`src/core/sas_pkg.sv`:
```
package sas_pkg;
    localparam int ADDR_W = 12;
    localparam int DATA_W = 32;
    localparam int IDX_W  = 10;
    localparam int RES_W  = 12;
    localparam int SEL_W  = 5;

    // Register indices; byte address is four times the index
    localparam logic [IDX_W-1:0] IDX_OPTION   = 10'h094;
    localparam logic [IDX_W-1:0] IDX_INTERRUPT_FLAGS   = 10'h095;
    localparam logic [IDX_W-1:0] IDX_RES_LO   = 10'h0aa;
    localparam logic [IDX_W-1:0] IDX_RES_HI   = 10'h0ab;
    localparam logic [IDX_W-1:0] IDX_CHREF    = 10'h0ae;
    localparam logic [IDX_W-1:0] IDX_AUXILIARY_CONTROL_ONE     = 10'h0f8;
    localparam logic [IDX_W-1:0] IDX_EVT_STAT = 10'h100;
    localparam logic [IDX_W-1:0] IDX_EVT_MASK = 10'h101;

    localparam logic [7:0] OPTION_RST      = 8'h00;
    localparam logic [7:0] CHREF_RST       = 8'hf8;
    localparam logic [7:0] INTERRUPT_FLAGS_CLR_DONE = 8'hef;

    localparam int DIV_LSB      = 2;
    localparam int DONE_BIT     = 4;
    localparam int START_BIT    = 4;
    localparam int REF_BIT      = 2;
    localparam int CH_LSB       = 3;
    localparam int BG_LSB       = 0;
    localparam int RESLO_LSB    = 4;
    localparam int EVT_DONE_BIT = 0;
    localparam int EVT_BUSY_BIT = 1;

    localparam logic [5:0] CONV_CYCLES   = 6'd42;
    localparam logic [5:0] SAMPLE_CYCLES = CONV_CYCLES - 6'(2 * RES_W);

    localparam logic [1:0] CKS_32    = 2'b00;
    localparam logic [1:0] CKS_16    = 2'b01;
    localparam logic [1:0] CKS_8     = 2'b10;
    localparam logic [5:0] DIV_BY_32 = 6'd32;
    localparam logic [5:0] DIV_BY_16 = 6'd16;
    localparam logic [5:0] DIV_BY_8  = 6'd8;
    localparam logic [5:0] DIV_BY_4  = 6'd4;

    localparam logic [4:0] CH_HI_LAST  = 5'h15;
    localparam logic [4:0] CH_QSUPPLY  = 5'h17;
    localparam logic [1:0] BG_LOW      = 2'b00;
    localparam logic [1:0] BG_HIGH     = 2'b01;
    localparam logic [1:0] RESP_OKAY   = 2'b00;
    localparam logic [1:0] RESP_SLVERR = 2'b10;

    typedef enum logic [1:0] {S_IDLE, S_SAMPLE, S_CONVERT} sas_state_t;

    function automatic logic [5:0] div_of(input logic [1:0] sel);
        case (sel)
            CKS_32:  div_of = DIV_BY_32;
            CKS_16:  div_of = DIV_BY_16;
            CKS_8:   div_of = DIV_BY_8;
            default: div_of = DIV_BY_4;
        endcase
    endfunction

    // Codes up to 10101 are all routed; 10110 and above 10111 are not
    function automatic logic chan_legal(input logic [SEL_W-1:0] c);
        chan_legal = (c <= CH_HI_LAST) || (c == CH_QSUPPLY);
    endfunction

    function automatic logic reg_mapped(input logic [IDX_W-1:0] i);
        reg_mapped = (i == IDX_OPTION) || (i == IDX_INTERRUPT_FLAGS)
                  || (i == IDX_RES_LO) || (i == IDX_RES_HI)
                  || (i == IDX_CHREF)  || (i == IDX_AUXILIARY_CONTROL_ONE)
                  || (i == IDX_EVT_STAT) || (i == IDX_EVT_MASK);
    endfunction
endpackage

```
`src/core/sas_conv_seq.sv`:
```
`timescale 1ns/100ps
module sas_conv_seq (
    input  wire logic                    aclk,     // System clock
    input  wire logic                    aresetn,  // Sync reset, low
    input  wire logic                    launch,   // Start pulse
    input  wire logic                    abort,    // Stop pulse
    input  wire logic [1:0]              div_sel,  // Divider code
    input  wire logic                    comp,     // Synced comparator
    output logic                         busy,     // Conversion running
    output logic                         conv_clk, // Converter clock
    output logic                         sample,   // Sample-and-hold
    output logic [sas_pkg::RES_W-1:0]    trial,    // SAR trial code
    output logic                         done,     // End pulse
    output logic [sas_pkg::RES_W-1:0]    result    // Final code
);
    import sas_pkg::*;

    sas_state_t       state_q, state_d;
    logic [5:0]       div_q, div_cnt_q, phase_q, phase_n;
    logic [RES_W-1:0] trial_d;
    logic             done_d, tick;
    logic [11:0]      cyc_q;

    function automatic logic [3:0] bit_of(input logic [5:0] p);
        logic [5:0] off;
        off    = p - SAMPLE_CYCLES;
        bit_of = 4'(RES_W - 1) - off[4:1];
    endfunction

    // Divider latched at launch so a mid-conversion change cannot tear it
    assign tick    = (state_q != S_IDLE) && (div_cnt_q == div_q - 6'd1);
    assign phase_n = phase_q + 6'd1;

    always_comb begin
        state_d = state_q;
        trial_d = trial;
        done_d  = 1'b0;
        if (abort) begin
            state_d = S_IDLE;
        end else begin
            case (state_q)
                S_IDLE: if (launch) begin
                    state_d = S_SAMPLE;
                    trial_d = '0;
                end
                S_SAMPLE: if (tick && phase_n == SAMPLE_CYCLES) begin
                    state_d                = S_CONVERT;
                    trial_d[bit_of(phase_n)] = 1'b1;
                end
                S_CONVERT: if (tick) begin
                    // Two converter clocks per bit: try, then decide
                    if (phase_q[0] != SAMPLE_CYCLES[0]) begin
                        trial_d[bit_of(phase_q)] = comp;
                    end
                    if (phase_q == CONV_CYCLES - 6'd1) begin
                        state_d = S_IDLE;
                        done_d  = 1'b1;
                    end else if (phase_n[0] == SAMPLE_CYCLES[0]) begin
                        trial_d[bit_of(phase_n)] = 1'b1;
                    end
                end
                default: state_d = S_IDLE;
            endcase
        end
    end

    always_ff @(posedge aclk) begin
        if (!aresetn) begin
            state_q <= S_IDLE;
            trial   <= '0;
            done    <= 1'b0;
        end else begin
            state_q <= state_d;
            trial   <= trial_d;
            done    <= done_d;
        end
    end

    always_ff @(posedge aclk) begin
        if (!aresetn) begin
            div_q     <= DIV_BY_32;
            div_cnt_q <= '0;
            phase_q   <= '0;
        end else if (state_q == S_IDLE && launch) begin
            div_q     <= div_of(div_sel);
            div_cnt_q <= '0;
            phase_q   <= '0;
        end else if (tick) begin
            div_cnt_q <= '0;
            phase_q   <= phase_n;
        end else if (state_q != S_IDLE) begin
            div_cnt_q <= div_cnt_q + 6'd1;
        end
    end

    always_ff @(posedge aclk) begin
        if (!aresetn) begin
            result   <= '0;
            busy     <= 1'b0;
            sample   <= 1'b0;
            conv_clk <= 1'b0;
        end else begin
            if (done_d) begin
                result <= trial_d;
            end
            busy     <= state_d != S_IDLE;
            sample   <= state_d == S_SAMPLE;
            conv_clk <= (state_q != S_IDLE) && (div_cnt_q < (div_q >> 1));
        end
    end

    // Helper count of system cycles since launch
    always_ff @(posedge aclk) begin
        if (!aresetn || (state_q == S_IDLE && launch)) begin
            cyc_q <= '0;
        end else if (state_q != S_IDLE) begin
            cyc_q <= cyc_q + 12'd1;
        end
    end
endmodule

```
`src/core/sas_top.sv`:
```
`timescale 1ns/100ps
// Operation
// - Converter clock is system clock over 32/16/8/4
// - Writing start bit begins; hardware clears at end
// - Writing zero to start bit clears it
// - Completion sets done flag and interrupt request
// - Done flag cleared by zero write or start
// - Writing EFh clears only the done flag
// - Conversion lasts 42 converter clock cycles
// - High register bits 11..4, low register upper nibble bits 3..0
// - Five-bit channel code routes listed inputs only
// - Reference bit: zero supply, one bandgap
// - Bandgap level: 00 lower, 01 higher, rest reserved
module sas_top (
    input  wire logic                       aclk,            // Clock
    input  wire logic                       aresetn,         // Reset, low
    input  wire logic [sas_pkg::ADDR_W-1:0] awaddr,          // AXI
    input  wire logic                       awvalid,         // AXI
    output logic                            awready,         // AXI
    input  wire logic [sas_pkg::DATA_W-1:0] wdata,           // AXI
    input  wire logic [3:0]                 wstrb,           // AXI
    input  wire logic                       wvalid,          // AXI
    output logic                            wready,          // AXI
    output logic [1:0]                      bresp,           // AXI
    output logic                            bvalid,          // AXI
    input  wire logic                       bready,          // AXI
    input  wire logic [sas_pkg::ADDR_W-1:0] araddr,          // AXI
    input  wire logic                       arvalid,         // AXI
    output logic                            arready,         // AXI
    output logic [sas_pkg::DATA_W-1:0]      rdata,           // AXI
    output logic [1:0]                      rresp,           // AXI
    output logic                            rvalid,          // AXI
    input  wire logic                       rready,          // AXI
    output logic                            irq,             // Level irq
    input  wire logic                       afe_comp,        // Comparator
    output logic                            afe_conv_clk,    // Conv clock
    output logic                            afe_sample,      // Track/hold
    output logic [sas_pkg::RES_W-1:0]       afe_trial,       // SAR code
    output logic [sas_pkg::SEL_W-1:0]       afe_channel,     // Mux code
    output logic                            afe_mux_en,      // Mux on
    output logic                            afe_ref_bandgap, // Ref select
    output logic [1:0]                      afe_bg_level     // Bandgap lvl
);
    import sas_pkg::*;

    logic              aw_hold_q, w_hold_q, bvalid_q, rvalid_q;
    logic              aw_hold_d, w_hold_d, bvalid_d, rvalid_d;
    logic [ADDR_W-1:0] awaddr_q;
    logic [7:0]        wbyte_q;
    logic              wlane_q;
    logic [7:0]        opt_q, chref_q, rd_val;
    logic              start_q, start_d, done_flag_q, done_flag_d;
    logic              evt_q, evt_d, mask_q, comp_s1_q, comp_s2_q;
    logic [RES_W-1:0]  res_q;
    logic              seq_busy, seq_done, seq_clk, seq_sample;
    logic [RES_W-1:0]  seq_trial, seq_result;

    wire do_aw  = awvalid && awready;
    wire do_w   = wvalid && wready;
    wire do_wr  = aw_hold_q && w_hold_q && !bvalid_q;
    wire do_rd  = arvalid && arready;

    wire [IDX_W-1:0] wr_idx = awaddr_q[ADDR_W-1:2];
    wire [IDX_W-1:0] rd_idx = araddr[ADDR_W-1:2];
    wire             wr_en  = do_wr && wlane_q;

    wire we_opt    = wr_en && wr_idx == IDX_OPTION;
    wire we_interrupt_flags = wr_en && wr_idx == IDX_INTERRUPT_FLAGS;
    wire we_chref  = wr_en && wr_idx == IDX_CHREF;
    wire we_aux    = wr_en && wr_idx == IDX_AUXILIARY_CONTROL_ONE;
    wire we_stat   = wr_en && wr_idx == IDX_EVT_STAT;
    wire we_mask   = wr_en && wr_idx == IDX_EVT_MASK;

    wire start_wr1 = we_aux && wbyte_q[START_BIT];
    wire start_wr0 = we_aux && !wbyte_q[START_BIT];
    // A new start may land in the completing cycle itself
    wire launch    = start_wr1 && (!start_q || seq_done);
    wire abort     = start_wr0 && start_q && !seq_done;

    wire flag_clr  = (we_interrupt_flags && !wbyte_q[DONE_BIT]) || launch;
    wire evt_clr   = we_stat && wbyte_q[EVT_DONE_BIT];

    wire [4:0] chan_code = chref_q[CH_LSB +: SEL_W];
    wire [1:0] bg_code   = chref_q[BG_LSB +: 2];

    // Write channel: address and data taken independently, in any order
    assign aw_hold_d = (aw_hold_q || do_aw) && !do_wr;
    assign w_hold_d  = (w_hold_q || do_w) && !do_wr;
    assign bvalid_d  = do_wr || (bvalid_q && !bready);
    assign rvalid_d  = do_rd || (rvalid_q && !rready);

    always_ff @(posedge aclk) begin
        if (!aresetn) begin
            aw_hold_q <= 1'b0;
            w_hold_q  <= 1'b0;
            bvalid_q  <= 1'b0;
            rvalid_q  <= 1'b0;
            awready   <= 1'b0;
            wready    <= 1'b0;
            arready   <= 1'b0;
        end else begin
            aw_hold_q <= aw_hold_d;
            w_hold_q  <= w_hold_d;
            bvalid_q  <= bvalid_d;
            rvalid_q  <= rvalid_d;
            awready   <= !aw_hold_d;
            wready    <= !w_hold_d;
            arready   <= !rvalid_d;
        end
    end

    always_ff @(posedge aclk) begin
        if (!aresetn) begin
            awaddr_q <= '0;
            wbyte_q  <= '0;
            wlane_q  <= 1'b0;
            bresp    <= RESP_OKAY;
        end else begin
            if (do_aw) begin
                awaddr_q <= awaddr;
            end
            if (do_w) begin
                wbyte_q <= wdata[7:0];
                wlane_q <= wstrb[0];
            end
            if (do_wr) begin
                bresp <= reg_mapped(wr_idx) ? RESP_OKAY : RESP_SLVERR;
            end
        end
    end

    assign bvalid = bvalid_q;
    assign rvalid = rvalid_q;

    // Read decode; unused option bits read back as written, other unused bits read as zero
    always_comb begin
        if (rd_idx == IDX_OPTION) begin
            rd_val = opt_q;
        end else if (rd_idx == IDX_INTERRUPT_FLAGS) begin
            rd_val = 8'(done_flag_q) << DONE_BIT;
        end else if (rd_idx == IDX_RES_LO) begin
            rd_val = 8'(res_q[3:0]) << RESLO_LSB;
        end else if (rd_idx == IDX_RES_HI) begin
            rd_val = res_q[RES_W-1:4];
        end else if (rd_idx == IDX_CHREF) begin
            rd_val = chref_q;
        end else if (rd_idx == IDX_AUXILIARY_CONTROL_ONE) begin
            rd_val = 8'(start_q) << START_BIT;
        end else if (rd_idx == IDX_EVT_STAT) begin
            rd_val = (8'(evt_q) << EVT_DONE_BIT)
                   | (8'(seq_busy) << EVT_BUSY_BIT);
        end else if (rd_idx == IDX_EVT_MASK) begin
            rd_val = 8'(mask_q) << EVT_DONE_BIT;
        end else begin
            rd_val = '0;
        end
    end

    always_ff @(posedge aclk) begin
        if (!aresetn) begin
            rdata <= '0;
            rresp <= RESP_OKAY;
        end else if (do_rd) begin
            rdata <= DATA_W'(rd_val);
            rresp <= reg_mapped(rd_idx) ? RESP_OKAY : RESP_SLVERR;
        end
    end

    // Hardware set wins over any clear in the same cycle
    assign start_d     = start_wr1 ? 1'b1 : (start_wr0 || seq_done)
                       ? 1'b0 : start_q;
    assign done_flag_d = seq_done || (done_flag_q && !flag_clr);
    assign evt_d       = seq_done || (evt_q && !evt_clr);

    always_ff @(posedge aclk) begin
        if (!aresetn) begin
            opt_q       <= OPTION_RST;
            chref_q     <= CHREF_RST;
            start_q     <= 1'b0;
            done_flag_q <= 1'b0;
            evt_q       <= 1'b0;
            mask_q      <= 1'b0;
            irq         <= 1'b0;
        end else begin
            if (we_opt) begin
                opt_q <= wbyte_q;
            end
            if (we_chref) begin
                chref_q <= wbyte_q;
            end
            if (we_mask) begin
                mask_q <= wbyte_q[EVT_DONE_BIT];
            end
            start_q     <= start_d;
            done_flag_q <= done_flag_d;
            evt_q       <= evt_d;
            irq         <= evt_d && (we_mask ? wbyte_q[EVT_DONE_BIT]
                                             : mask_q);
        end
    end

    // Results only move on completion, so a read never sees half a code
    always_ff @(posedge aclk) begin
        if (!aresetn) begin
            res_q <= '0;
        end else if (seq_done) begin
            res_q <= seq_result;
        end
    end

    // Comparator is asynchronous to aclk
    always_ff @(posedge aclk) begin
        if (!aresetn) begin
            comp_s1_q <= 1'b0;
            comp_s2_q <= 1'b0;
        end else begin
            comp_s1_q <= afe_comp;
            comp_s2_q <= comp_s1_q;
        end
    end

    // Analog selects; reserved codes leave the mux open
    always_ff @(posedge aclk) begin
        if (!aresetn) begin
            afe_channel     <= CHREF_RST[CH_LSB +: SEL_W];
            afe_mux_en      <= 1'b0;
            afe_ref_bandgap <= 1'b0;
            afe_bg_level    <= BG_LOW;
        end else begin
            afe_channel     <= chan_code;
            afe_mux_en      <= chan_legal(chan_code);
            afe_ref_bandgap <= chref_q[REF_BIT];
            afe_bg_level    <= (bg_code == BG_HIGH) ? BG_HIGH
                                                    : BG_LOW;
        end
    end

    always_ff @(posedge aclk) begin
        if (!aresetn) begin
            afe_conv_clk <= 1'b0;
            afe_sample   <= 1'b0;
            afe_trial    <= '0;
        end else begin
            afe_conv_clk <= seq_clk;
            afe_sample   <= seq_sample;
            afe_trial    <= seq_trial;
        end
    end

    sas_conv_seq u_seq (
        .aclk     (aclk),
        .aresetn  (aresetn),
        .launch   (launch),
        .abort    (abort),
        .div_sel  (opt_q[DIV_LSB +: 2]),
        .comp     (comp_s2_q),
        .busy     (seq_busy),
        .conv_clk (seq_clk),
        .sample   (seq_sample),
        .trial    (seq_trial),
        .done     (seq_done),
        .result   (seq_result)
    );
endmodule

```
`config.mk`:
```
export PLATFORM = sky130hd
export DESIGN_NAME = sas_top
export DESIGN_NICKNAME = d
export VERILOG_FILES = /design/src/core/sas_pkg.sv /design/src/core/sas_conv_seq.sv /design/src/core/sas_top.sv
export SDC_FILE = /design/constraint.sdc
export NUM_CORES = 1
export LEC_CHECK = 0
export BUFFER_PORTS_ARGS = -buffer_cell sky130_fd_sc_hd__buf_2
export CAP_MARGIN = 40
export CORE_ASPECT_RATIO = 0.6
export CORE_MARGIN = 2
export CORE_UTILIZATION = 49
export CTS_BUF_LIST = sky130_fd_sc_hd__clkbuf_8 sky130_fd_sc_hd__clkbuf_16
export DETAILED_ROUTE_END_ITERATION = 7
export GPL_ROUTABILITY_DRIVEN = 0
export PLACE_DENSITY = 0.76
export SLEW_MARGIN = 20
export SYNTH_ARGS = -nofsm -noshare
export SYNTH_HDL_FRONTEND = slang
export SYNTH_SLANG_ARGS = --single-unit
export TNS_END_PERCENT = 20
```
`constraint.sdc`:
```
create_clock -name aclk -period 2.1 [get_ports aclk]
set_clock_uncertainty 0.15 [all_clocks]
set_input_delay 0.105 -clock aclk [delete_from_list [all_inputs] [get_ports aclk]]
set_output_delay 0.105 -clock aclk [all_outputs]
set_load 0.01 [all_outputs]
```
==> implementation parameters <==
Parameter                              Value

Run status
  Result of the run ... finished with violations
  Failing checks ... negative setup slack

Floorplan
  Initial core utilization ... 0.4977
  Die Width ... 150.8 µm
  Count of pins on the block boundary ... 133
  Die height ... 92.09 µm
  Die ar. ... between 10000 and 15000 µm²
  Floorplan Core Area ... 12730 µm²
  # rows ... 32

Synthesis
  Leading area contributor after synthesis ... dfxtp_1
  FF+latch count, synth ... 139
  Most area-consuming cells after synthesis ... dfxtp_1 (44%), mux2i_1 (5.8%), nand2_1 (4.9%)
  Count of flip-flops with a built-in enable after synthesis ... 0
  Yosys warning total ... 0
  Average footprint of a synthesized cell ... 8.989 µm²
  Most common cell in the synthesized netlist ... dfxtp_1
  Sequential share of the synthesized area ... 0.4391
  Most numerous cell types in the synthesized netlist ... dfxtp_1 (139), nand2_1 (82), nor2_1 (64), a21oi_1 (58), mux2i_1 (37)
  Post-synthesis instance total ... approximately 710
  Number of different library cells in the post-synthesis netlist ... 81
  Share of synthesized flip-flops with an asynchronous set or reset ... 0
  Synth top area share ... 0.4391
  Cell Area, Synth ... roughly 6300 µm²
  Most frequently used flop master after synthesis ... dfxtp_1

Global routing
  Number of antenna violations at the first check in global routing ... 0
  Global-route congestion overflow total ... 0
  Maximum number of pins on one net before global-route repair ... 28
  Number of global-route vias before repair ... approximately 5700
  Gr usage total ... 0.2694
  First-pass GRT wire length ... 29240 µm

Route
  Via total after detailed routing ... between 6000 and 7000
  Detailed-route wire length ... 18500 µm
  Routed wire length per instance ... 17.20 µm
  Vias/cell ... between 5 and 6
  Drt first pass iters ... 5
  Final routed DRC violation total ... 0
  Post-route antenna net violation count ... 0
  Number of violations reported at the end of detailed-routing iteration 0 ... 512

STA
  Post-route fraction of the period consumed by the critical path ... 1.159
  Final hold violation count ... 0
  Max-slew violation total from the final report ... 0
  Worst hold slack ... 0.05393 ns
  Setup repair after global routing missed its margin ... yes
  Setup Viol. Count Final ... 31
  Relative max-transition margin ... 0.6431
  Worst-margin pin slew ... 0.5310 ns
  Final critical-path required period ... between 2 and 2.5 ns
  Final setup slack of the worst path ... -0.3344 ns
  Fmax ... 410.8 MHz
  Sum of negative setup slack ... -5.018 ns

CTS
  Number of buffers added by the clock tree synthesis step ... 17
  Clock Path Buffers ... 2
  Total clock sinks ... 139
  Clock insertion delay at the later pin of the skew report ... 0.43 ns
  Clock tree from TritonCTS ... done
  Clock H-tree levels ... 4
  Cell chosen for the clock root ... clkbuf_16
  Register clock-pin slew on the reported worst setup and hold paths ... 0.06 ns

Final layout
  Fill cell instance count of the final layout ... 941
  P&R area growth vs syn ... 36.33%
  Number of antenna diodes ... 0
  Final cell count without fillers ... 1076
  Share of cells above drive strength 1 ... 0.3057
  Net count reported at finish ... 969
  Final standard cell area without fillers ... 8640 µm²
  Final cell utilization of the core ... 0.6786

Setup path
  Maximum fanout along the worst path ... 8
  Data arrival time of the worst path ... roughly 2.6 ns
  Data required time of the worst path ... between 2 and 2.5 ns
  Critical setup path kind ... register to register
  Element type at the critical path start ... register
  Endpoint class of the critical path ... register

Min path
  Worst hold path class ... input port to register

Placement
  Count of placed standard cells including taps ... between 1000 and 1500
  Final HPWL DP ... 12440 µm
  Worst Setup Slack post-DPL ... -0.3297 ns
  Port Buffers ... 74
  Dpl cell area ... 7372 µm²

Power and ir drop
  Power density over the cells ... 722.9 nW/µm²
  Worst IR Drop VDD ... 0.5339 mV
  Overall power after layout ... 6.246 mW
  Leakage ... 3.626 nW

Run
  Maximum Capacitance Violations ... 0
[worst max-delay path, cell delays in order, from the launching register on]
cell       delay [ns]
dfxtp_4          0.37
buf_4            0.16
nand2_2          0.08
or4b_4           0.52
a21boi_2         0.20
o2111ai_2        0.14
buf_4            0.17
or3b_1           0.38
a21oi_1          0.19
[routing by layer]
metal / up-vias / track usage / part of all wire / routed length [µm]
met2: 320 / 0.4091 / 0.44 / 8171
met1: 2895 / 0.3844 / 0.44 / 8218
li1: 2827 / - / - / -
met3: 50 / 0.06716 / 0.096 / 1777
met4: 0 / 0.06386 / 0.018 / 335
met5: - / 0 / 0 / 0
[registers in the layout, indices dropped and copies added, names as in the netlist, 2 cells and up]
signal	cells
afe_trial	12
res_q	12
u_seq.result	12
u_seq.trial	12
awaddr_q	10
chref_q	8
opt_q	8
rdata	8
wbyte_q	8
u_seq.div_cnt_q	6
u_seq.phase_q	6
afe_channel	5
u_seq.div_q	4
u_seq.state_q	2
[worst paths after layout]
| path | slack (ns) | cells past startpoint | from | to |
|---|---|---|---|---|
| worst max-delay path | -0.33 | 8 | u_seq.phase_q[1]$_SDFFE_PP0N_ | u_seq.state_q[1]$_SDFF_PN0_ |
| worst min-delay path | 0.05 | 4 | araddr[11] | rdata[1]$_SDFFE_PN0P_ |
| worst max register to register | -0.33 | 8 | u_seq.phase_q[1]$_SDFFE_PP0N_ | u_seq.state_q[1]$_SDFF_PN0_ |
| worst min register to register | 0.28 | 1 | u_seq.conv_clk$_SDFF_PN0_ | afe_conv_clk$_SDFF_PN0_ |
[final cells by class]
type | count | area, µm² | area share
multi-input cells | 519 | 3452 | 0.3996
flip-flops and latches | 139 | 2794 | 0.3234
repair buffers | 204 | 1500 | 0.1736
clock buffers | 17 | 425.4 | 0.04924
well taps | 170 | 212.7 | 0.02462
clock inverters | 15 | 207.7 | 0.02404
inverters | 12 | 47.55 | 0.005503
[power by group]
part	total [mW]	switching (mW)	internal [mW]	leakage (nW)
logic	0.339	0.197	0.142	2.19
registers	2.71	0.0297	2.68	1.13
clock network	3.20	1.28	1.92	0.303
[cells by family (layout without fill, tap and decap cells)]
kind of cell / after synthesis / in the layout / synth area share
AOI/OAI and AO/OA: 154 / 154 / 0.1568
and+or+nand+nor: 274 / 274 / 0.2312
DFF: 139 / 139 / 0.4391
buffers and inverters: 73 / 248 / 0.07029
xor gates and xnor gates: 18 / 18 / 0.02606
adders and majority gates: 8 / 8 / 0.01580
muxes: 38 / 38 / 0.06022
other: 1 / 27 / 0.0005917
[cells in the final DEF, fill, tap and decap left out, types with 17 or more instances in the layout]
master,synthesis,routed
a21oi_1,58,52
and2_1,25,25
buf_2,4,74
buf_4,29,91
clkbuf_16,0,17
conb_1,1,27
dfxtp_1,139,134
dlygate4sd3_1,0,28
mux2i_1,37,37
nand2_1,82,81
nor2_1,64,59
o21ai_0,26,23
[timing repair]
item | in CTS | in global routing
pin swaps | 7 | 8
cloned | 1 | 0
setup endpoints to repair | 39 | 47
gates resized for setup | 37 | 27
hold buffers | 28 | 0
buffers inserted | 3 | 3
hold endpoints to repair | 32 | 0
(Power assumes the default switching activity.)
